--- src/wrq_pkg.sv ---
// wrq_pkg: constants for the upper schedule slots (10 to 15) of the transmit weighted round-robin scheduler
// assumes a plain register port with one-cycle strobes and read data one cycle later
package wrq_pkg;
  localparam int WRQ_ADDR_W = 4;
  localparam int WRQ_DATA_W = 32;
  localparam int WRQ_SLOT_W = 4;
  localparam int WRQ_SEL_W = 4;
  localparam int WRQ_CNT_W = 4;
  localparam int WRQ_NUM_LOCAL = 6;
  localparam int WRQ_FIRST_SLOT = 10;
  localparam logic [WRQ_ADDR_W-1:0] WRQ_OFF_WORD_TWO = 4'h8;
  localparam logic [WRQ_ADDR_W-1:0] WRQ_OFF_WORD_THREE = 4'hc;
  localparam logic [WRQ_ADDR_W-1:0] WRQ_OFF_STATUS = 4'h0;
  localparam logic [WRQ_DATA_W-1:0] WRQ_RST_WORD = 32'h0000_0000;
  localparam logic [WRQ_SLOT_W-1:0] WRQ_SLOT_ENTRY = 4'h9;
  localparam logic [WRQ_SLOT_W-1:0] WRQ_SLOT_LAST = 4'hf;
  localparam logic [WRQ_SLOT_W-1:0] WRQ_SLOT_WRAP = 4'h0;
  // bit position of each slot's selector inside the two control words
  localparam int WRQ_SEL_POS_10 = 16;
  localparam int WRQ_SEL_POS_11 = 24;
  localparam int WRQ_SEL_POS_12 = 0;
  localparam int WRQ_SEL_POS_13 = 8;
  localparam int WRQ_SEL_POS_14 = 16;
  localparam int WRQ_SEL_POS_15 = 24;
  localparam int WRQ_CNT_OFS = 4;
  typedef enum logic [1:0] {WRQ_IDLE, WRQ_SERVE} wrq_state_t;
endpackage

--- src/wrq_slot_decode.sv ---
// wrq_slot_decode: registered lookup of selector and count for the active upper slot
// assumes the two control words come from flip-flops in the top module
`timescale 1ns/1ps
`default_nettype none
module wrq_slot_decode
  import wrq_pkg::*;
(
  // clock and reset
  input wire logic clock,
  input wire logic rstn,
  // control words and slot
  input wire logic [WRQ_DATA_W-1:0] word_two,
  input wire logic [WRQ_DATA_W-1:0] word_three,
  input wire logic [WRQ_SLOT_W-1:0] slot,
  // decoded fields
  output logic [WRQ_SEL_W-1:0] sel_reg,
  output logic [WRQ_CNT_W-1:0] cnt_reg
);
  logic [7:0] pair_next;

  always_comb
  begin
    case (slot)
      4'ha: pair_next = word_two[WRQ_SEL_POS_10 +: 8];
      4'hb: pair_next = word_two[WRQ_SEL_POS_11 +: 8];
      4'hc: pair_next = word_three[WRQ_SEL_POS_12 +: 8];
      4'hd: pair_next = word_three[WRQ_SEL_POS_13 +: 8];
      4'he: pair_next = word_three[WRQ_SEL_POS_14 +: 8];
      4'hf: pair_next = word_three[WRQ_SEL_POS_15 +: 8];
      default: pair_next = 8'h00;
    endcase
  end

  always_ff @(posedge clock)
  begin
    if (!rstn)
    begin
      sel_reg <= '0;
      cnt_reg <= '0;
    end
    else
    begin
      sel_reg <= pair_next[WRQ_SEL_W-1:0];
      cnt_reg <= pair_next[WRQ_CNT_OFS +: WRQ_CNT_W];
    end
  end
endmodule
`default_nettype wire

--- src/wrq_sched_upper.sv ---
// wrq_sched_upper: serves schedule slots 10..15, taking over from slot 9 and handing back to slot 0
// assumes the lower slots drive slot_in_valid with slot 9's end; msg_done pulses once per message sent
//
// Implementation choices: strobed register access and the register offsets.
`timescale 1ns/1ps
`default_nettype none
// Functional notes
// - each slot holds a 4-bit selector naming any of the 16 transmit queues
// - slot count code n allows n+1 contiguous messages
// - after its messages, slot k (10..14) advances to slot k+1
// - after slot 15 finishes, scheduling wraps back to slot 0
// - word two: slot 10 bits 19-16/23-20, slot 11 bits 27-24/31-28
// - word three: slots 12..15 selectors at 3-0,11-8,19-16,27-24, counts above
// - slot 10 is entered once slot 9 has finished its messages
module wrq_sched_upper
  import wrq_pkg::*;
(
  // clock and reset
  input wire logic clock,
  input wire logic rstn,
  // register port
  input wire logic [WRQ_ADDR_W-1:0] reg_addr,
  input wire logic [WRQ_DATA_W-1:0] reg_wdata,
  input wire logic reg_wr,
  input wire logic reg_rd,
  output logic [WRQ_DATA_W-1:0] reg_rdata,
  // hand-over from the lower slots
  input wire logic [WRQ_SLOT_W-1:0] slot_in,
  input wire logic slot_in_valid,
  output logic [WRQ_SLOT_W-1:0] slot_out,
  output logic slot_out_valid,
  // queue fetch side
  input wire logic msg_done,
  output logic active,
  output logic [WRQ_SEL_W-1:0] queue_sel,
  output logic [WRQ_SLOT_W-1:0] cur_slot
);
  import wrq_pkg::*;

  logic [WRQ_DATA_W-1:0] word_two_reg;
  logic [WRQ_DATA_W-1:0] word_three_reg;
  wrq_state_t state_reg;
  logic [WRQ_SLOT_W-1:0] slot_reg;
  logic [WRQ_CNT_W-1:0] served_reg;
  logic [WRQ_SEL_W-1:0] dec_sel;
  logic [WRQ_CNT_W-1:0] dec_cnt;
  logic fields_ok_reg;
  logic slot_end;

  // the decode is registered, so a slot's fields are valid one cycle after entry
  wrq_slot_decode u_dec (
    .clock(clock),
    .rstn(rstn),
    .word_two(word_two_reg),
    .word_three(word_three_reg),
    .slot(slot_reg),
    .sel_reg(dec_sel),
    .cnt_reg(dec_cnt)
  );

  always_ff @(posedge clock)
  begin
    if (!rstn)
    begin
      word_two_reg <= WRQ_RST_WORD;
      word_three_reg <= WRQ_RST_WORD;
    end
    else if (reg_wr)
    begin
      if (reg_addr == WRQ_OFF_WORD_TWO)
        word_two_reg <= reg_wdata;
      if (reg_addr == WRQ_OFF_WORD_THREE)
        word_three_reg <= reg_wdata;
    end
  end

  always_ff @(posedge clock)
  begin
    if (!rstn)
      reg_rdata <= '0;
    else if (reg_rd)
    begin
      case (reg_addr)
        WRQ_OFF_WORD_TWO: reg_rdata <= word_two_reg;
        WRQ_OFF_WORD_THREE: reg_rdata <= word_three_reg;
        WRQ_OFF_STATUS: reg_rdata <= {20'h0_0000, served_reg, slot_reg, 3'h0, active};
        default: reg_rdata <= '0;
      endcase
    end
    else
      reg_rdata <= '0;
  end

  // read path: data stand for exactly one cycle after the strobe, zero otherwise
  rdata_quiet_a: assert property (@(posedge clock) disable iff (!rstn)
    !$past(reg_rd) |-> reg_rdata == '0)
    else $error("read data not zero outside a read");
  read_two_a: assert property (@(posedge clock) disable iff (!rstn)
    ($past(reg_rd) && ($past(reg_addr) == WRQ_OFF_WORD_TWO)) |->
      reg_rdata == $past(word_two_reg))
    else $error("word two read back wrong");
  read_three_a: assert property (@(posedge clock) disable iff (!rstn)
    ($past(reg_rd) && ($past(reg_addr) == WRQ_OFF_WORD_THREE)) |->
      reg_rdata == $past(word_three_reg))
    else $error("word three read back wrong");

  // last message of the slot: served count reaches the code, i.e. code+1 messages
  assign slot_end = (state_reg == WRQ_SERVE) && fields_ok_reg && msg_done && (served_reg == dec_cnt);

  always_ff @(posedge clock)
  begin
    if (!rstn)
    begin
      state_reg <= WRQ_IDLE;
      slot_reg <= WRQ_SLOT_ENTRY;
      served_reg <= '0;
      fields_ok_reg <= 1'b0;
    end
    else
    begin
      case (state_reg)
        WRQ_IDLE:
        begin
          fields_ok_reg <= 1'b0;
          served_reg <= '0;
          if (slot_in_valid && slot_in == WRQ_SLOT_ENTRY)
          begin
            state_reg <= WRQ_SERVE;
            // entry always lands on slot 10, the lower part owns slot 9
            slot_reg <= WRQ_SLOT_ENTRY + 4'h1;
          end
        end
        WRQ_SERVE:
        begin
          fields_ok_reg <= 1'b1;
          if (slot_end)
          begin
            served_reg <= '0;
            fields_ok_reg <= 1'b0;
            if (slot_reg == WRQ_SLOT_LAST)
            begin
              state_reg <= WRQ_IDLE;
              slot_reg <= WRQ_SLOT_ENTRY;
            end
            else
              slot_reg <= slot_reg + 4'h1;
          end
          else if (fields_ok_reg && msg_done)
            served_reg <= served_reg + 4'h1;
        end
        default: state_reg <= WRQ_IDLE;
      endcase
    end
  end

  always_ff @(posedge clock)
  begin
    if (!rstn)
    begin
      slot_out <= WRQ_SLOT_WRAP;
      slot_out_valid <= 1'b0;
      active <= 1'b0;
      queue_sel <= '0;
      cur_slot <= WRQ_SLOT_ENTRY;
    end
    else
    begin
      slot_out_valid <= slot_end && (slot_reg == WRQ_SLOT_LAST);
      slot_out <= WRQ_SLOT_WRAP;
      active <= (state_reg == WRQ_SERVE) && fields_ok_reg && !slot_end;
      queue_sel <= dec_sel;
      cur_slot <= slot_reg;
    end
  end

  wrap_pulse_a: assert property (@(posedge clock) disable iff (!rstn)
    (slot_end && slot_reg == WRQ_SLOT_LAST) |=> slot_out_valid && slot_out == WRQ_SLOT_WRAP)
    else $error("slot 15 end did not hand back to slot 0");
  slot_advance_a: assert property (@(posedge clock) disable iff (!rstn)
    (slot_end && slot_reg != WRQ_SLOT_LAST) |=> slot_reg == $past(slot_reg) + 4'h1)
    else $error("slot did not advance by one");
  entry_slot_a: assert property (@(posedge clock) disable iff (!rstn)
    (state_reg == WRQ_IDLE && slot_in_valid && slot_in == WRQ_SLOT_ENTRY) |=> slot_reg == 4'ha)
    else $error("slot 10 not entered after slot 9");
  count_bound_a: assert property (@(posedge clock) disable iff (!rstn)
    (state_reg == WRQ_SERVE) |-> served_reg <= dec_cnt || !fields_ok_reg)
    else $error("served more messages than the count allows");
  upper_range_a: assert property (@(posedge clock) disable iff (!rstn)
    (state_reg == WRQ_SERVE) |-> slot_reg >= 4'ha)
    else $error("serving slot outside 10 to 15");
  sel_follow_a: assert property (@(posedge clock) disable iff (!rstn)
    (active && cur_slot == 4'hd) |->
      queue_sel == word_three_reg[11:8] || $past(reg_wr) || $past(reg_wr, 2))
    else $error("queue select does not follow the slot field");
  word_two_a: assert property (@(posedge clock) disable iff (!rstn)
    (state_reg == WRQ_SERVE && slot_reg == 4'ha && fields_ok_reg) |->
      dec_sel == word_two_reg[19:16] || $past(reg_wr))
    else $error("slot 10 selector not from bits 19-16");
  word_three_a: assert property (@(posedge clock) disable iff (!rstn)
    (state_reg == WRQ_SERVE && slot_reg == 4'hc && fields_ok_reg) |->
      dec_cnt == word_three_reg[7:4] || $past(reg_wr))
    else $error("slot 12 count not from bits 7-4");
  slot_eleven_a: assert property (@(posedge clock) disable iff (!rstn)
    (state_reg == WRQ_SERVE && slot_reg == 4'hb && fields_ok_reg) |->
      dec_cnt == word_two_reg[31:28] || $past(reg_wr))
    else $error("slot 11 count not from bits 31-28");
  slot_fifteen_a: assert property (@(posedge clock) disable iff (!rstn)
    (state_reg == WRQ_SERVE && slot_reg == 4'hf && fields_ok_reg) |->
      dec_sel == word_three_reg[27:24] || $past(reg_wr))
    else $error("slot 15 selector not from bits 27-24");

  // sequencing: slots hold until served, then step, wrap and go idle
  wrap_only_a: assert property (@(posedge clock) disable iff (!rstn)
    slot_out_valid |-> $past(slot_end) && ($past(slot_reg) == WRQ_SLOT_LAST))
    else $error("slot 0 hand-back without slot 15 end");
  idle_return_a: assert property (@(posedge clock) disable iff (!rstn)
    (slot_end && slot_reg == WRQ_SLOT_LAST) |=> state_reg == WRQ_IDLE && slot_reg == WRQ_SLOT_ENTRY)
    else $error("scheduler not idle after slot 15");
  stay_idle_a: assert property (@(posedge clock) disable iff (!rstn)
    (state_reg == WRQ_IDLE && !(slot_in_valid && slot_in == WRQ_SLOT_ENTRY)) |=> state_reg == WRQ_IDLE)
    else $error("upper slots started without slot 9 finishing");
  slot_hold_a: assert property (@(posedge clock) disable iff (!rstn)
    (state_reg == WRQ_SERVE && !slot_end) |=> slot_reg == $past(slot_reg))
    else $error("slot left before its messages were served");
  served_step_a: assert property (@(posedge clock) disable iff (!rstn)
    (state_reg == WRQ_SERVE && fields_ok_reg && msg_done && !slot_end) |=>
      served_reg == $past(served_reg) + 4'h1)
    else $error("served count did not step by one");
  active_drop_a: assert property (@(posedge clock) disable iff (!rstn)
    slot_end |=> !active)
    else $error("active stayed high across a slot change");
endmodule
`default_nettype wire

--- config.mk ---
export PLATFORM = sky130hd
export DESIGN_NAME = wrq_sched_upper
export DESIGN_NICKNAME = d
export VERILOG_FILES = /design/src/wrq_pkg.sv /design/src/wrq_slot_decode.sv /design/src/wrq_sched_upper.sv
export SDC_FILE = /design/constraint.sdc
export NUM_CORES = 1
export LEC_CHECK = 0
export BUFFER_PORTS_ARGS = -buffer_cell sky130_fd_sc_hd__buf_4
export CORE_MARGIN = 3
export CORE_UTILIZATION = 49
export CTS_CLUSTER_DIAMETER = 200
export DETAILED_ROUTE_END_ITERATION = 8
export GPL_TIMING_DRIVEN = 0
export PLACE_DENSITY = 0.75
export SYNTH_ARGS = -nofsm -noshare
export SYNTH_HDL_FRONTEND = slang
export SYNTH_SLANG_ARGS = --single-unit
--- constraint.sdc ---
create_clock -name clock -period 1.51 [get_ports clock]
set_input_delay 0.0755 -clock clock [delete_from_list [all_inputs] [get_ports clock]]
set_output_delay 0.0755 -clock clock [all_outputs]
set_load 0.02 [all_outputs]
==> results.sh <==
export IMPL_root_buffer="clkbuf_8"
export IMPL_synth_compound_area_frac=0.176
export IMPL_via_per_inst=5.61
export IMPL_synth_area_leaders="dfxtp_1 53%, nand2_1 12%, a21oi_1 6.9%, a22oi_1 3.7%, a222oi_1 3.6%"
export IMPL_status="finished, violations left"
export IMPL_drive_above_1_share=0.249
export IMPL_synth_distinct_cells=38
export IMPL_fin_worst_skew_ns=0.00981
export IMPL_synth_cell_area_sq_mm=0.00467
export IMPL_violations="DRC, setup timing"
export IMPL_worstMarginPinSlew_ns=0.935
export IMPL_swShare=0.238
export IMPL_worstPathMaxFanout=6
export IMPL_fin_nets=745
export IMPL_clk_pin_slew_ns=0.06
export IMPL_coreArea_sq_mm=0.00898
export IMPL_power_leakage_nw=2.58
export IMPL_synthAdderAreaFrac=0.0134
export IMPL_slew_violations=0
export IMPL_async_flop_share=0
export IMPL_grt_pass1_wl_um=22600
export IMPL_die_area_sq_mm=0.0107
export IMPL_die_height_um=104
export IMPL_place_hpwl_um=9290
export IMPL_synth_edff_count=0
export IMPL_synth_simple_gate_area_share=0.206
export IMPL_area_growth_syn_to_layout_pct=42.7
export IMPL_ys_flop_type="dfxtp_1"
export IMPL_synth_cells=541
export IMPL_insertion_delay_ns=0.53
export IMPL_p_clk_frac=0.508
export IMPL_fin_area_sq_mm=0.00666
export IMPL_synth_mux_area_fraction=0.00670
export IMPL_fp_dieW_um=104
export IMPL_cp_cell_sequence="inv_6 -> ha_4 -> buf_8 -> a222oi_1 -> and3_1 -> nor3_1"
export IMPL_portBuffers=87
export IMPL_powerDensity_mw_per_mm2=1130
export IMPL_slew_headroom=0.372
export IMPL_power_switching_mw=1.80
export IMPL_critPathLaunchType="flip-flop"
export IMPL_grt_pass1_vias=4441
export IMPL_finalHoldViolations=0
export IMPL_p_int_mw=5.75
export IMPL_gp_congestion=0.872
export IMPL_critical_path_top_delay_family="compound AO/OA/AOI/OAI gates"
export IMPL_combPwrFrac=0.053
export IMPL_cts_buffers=17
export IMPL_ys_seq_elements=124
export IMPL_cap_violations=0
export IMPL_period_share=1.06
export IMPL_cp_data_arrival_time_ns=2.00
export IMPL_avgRoutedWirePerCell_um=17.4
export IMPL_wirelength_um=14500
export IMPL_layout_min_cycle_time_ns=1.61
export IMPL_postPlaceCellArea_sq_mm=0.00549
export IMPL_start_util=0.520
export IMPL_setup_violations=2
export IMPL_timing_fmax_mhz=622
export IMPL_worstSetupPathType="reg2reg"
export IMPL_cts_tree="yes"
export IMPL_required_ns=1.90
export IMPL_worstSetupEndpointType="flip-flop"
export IMPL_track_usage=0.264
export IMPL_synth_top_area_frac=0.532
export IMPL_max_stage_delay_ns=0.45
export IMPL_syn_area_per_cell_sq_um=8.63
export IMPL_drtPass1Iterations=9
export IMPL_vias=4670
export IMPL_ctsLongestPathBuffers=2
export IMPL_row_count=34
export IMPL_drt_iter0_markers=638
export IMPL_ant_nets=0
export IMPL_htreeDepth=4
export IMPL_fin_ws_ns=-0.0979
export IMPL_cp_slowest_cell="a222oi_1"
export IMPL_overflow=0
export IMPL_ys_warn_count=0
export IMPL_rsz0062_at_grt="yes"
export IMPL_final_cell_mix="145 x nand2_1, 120 x dfxtp_1, 108 x buf_4"
export IMPL_io_pins=92
export IMPL_hp_class="in2reg"
export IMPL_yosys_area_top_type="dfxtp_1"
export IMPL_remaining_drc_errors=2
export IMPL_ir_drop_mv=0.909
export IMPL_final_common_cell="nand2_1"
export IMPL_pwr_share_seq=0.440
export IMPL_dpl_worst_slack_ns=-0.451
export IMPL_grt_antenna_before_repair=0
export IMPL_diodes=0
export IMPL_grt_start_max_net_pins=17
export IMPL_yosysSeqAreaShare=0.532
export IMPL_synth_top_family_by_area="simple AND/OR/NAND/NOR gates"
export IMPL_cts_sinks=124
export IMPL_post_synth_xor_area_fraction=0.0131
export IMPL_path_buf_inv=2
==> per-stage QoR <==
step           instances  setup TNS [ns]  total power, mW  utilization  hold WS [ns]
6_report             833          -0.149             7.55        0.742        0.0318
5_1_grt              833          -0.112             7.75        0.742        0.0613
4_1_cts              823         -0.0414             7.53        0.723        0.0326
3_5_place_dp         757           -6.69             3.69        0.612         0.342
3_3_place_gp         757           -5.84             3.69        0.612         0.336
2_1_floorplan        544               0             3.52            -         0.211
==> worst min-delay path, delay by kind of cell <==
kind | cells | cell delay, ns
buffers and inverters | 2 | 0.32
AND/OR/NAND/NOR | 1 | 0.12
==> cells in the mapped netlist (5+ instances only) <==
| cell | n |
|---|---|
| ha_1 | 5 |
| and3_1 | 10 |
| buf_2 | 6 |
| nor2_1 | 40 |
| buf_4 | 10 |
| a221oi_1 | 8 |
| clkbuf_1 | 27 |
| nor3_1 | 10 |
| inv_1 | 9 |
| a22oi_1 | 23 |
| nand2_1 | 145 |
| xor2_1 | 5 |
| and2_1 | 9 |
| a21oi_1 | 64 |
| dfxtp_1 | 124 |
| a222oi_1 | 17 |
==> area by class of cell <==
class | count | area, sq um
multi-input cells | 367 | 2080
fillers | 630 | 2320
well taps | 126 | 158
clock inverters | 14 | 136
clock buffers | 18 | 428
repair buffers | 134 | 1100
plain buffers | 41 | 230
inverters | 9 | 41.3
flip-flops and latches | 124 | 2490
==> path summary, 6_finish.rpt <==
check / start / end / slack [ns] / cells after the start
setup / recovery: slot_reg[0] / u_dec.sel_reg[1] / -0.1 / 6
hold / removal: rstn / cur_slot[0] / 0.03 / 3
setup reg to reg: slot_reg[0] / u_dec.sel_reg[1] / -0.1 / 6
hold reg to reg: fields_ok_reg / active / 0.43 / 2
==> power groups by stage <==
stage / sequential, mW / clock, mW / combinational, mW
floorplan: 3.38 / 0 / 0.133
global placement: 3.39 / 0 / 0.295
detailed placement: 3.39 / 0 / 0.298
CTS: 3.32 / 3.84 / 0.378
global route: 3.32 / 4.00 / 0.424
finish: 3.32 / 3.83 / 0.396
==> metal layers <==
metal / GRT usage / vias up / wire (um)
met1: 0.325 / 2169 / 5590
met3: 0.0833 / 45 / 1470
met2: 0.436 / 296 / 6970
li1: - / 2158 / -
met5: 0 / - / 27
met4: 0.0969 / 2 / 408
==> timing repair <==
action | CTS | global route
resized for setup | 24 | 22
hold buffers | 35 | 0
setup buffers | 2 | 10
hold endpoints to repair | 68 | 0
endpoints found under the setup margin | 12 | 9
pin swaps | 2 | 6
==> cell families after synthesis <==
| kind of cell | Yosys count |
|---|---|
| compound gates | 124 |
| xor+xnor | 7 |
| fa+ha+maj | 5 |
| buf+inv | 53 |
| flops | 124 |
| mux | 3 |
| other cells | 1 |
| simple gates | 224 |
(Power assumes the default switching activity.)
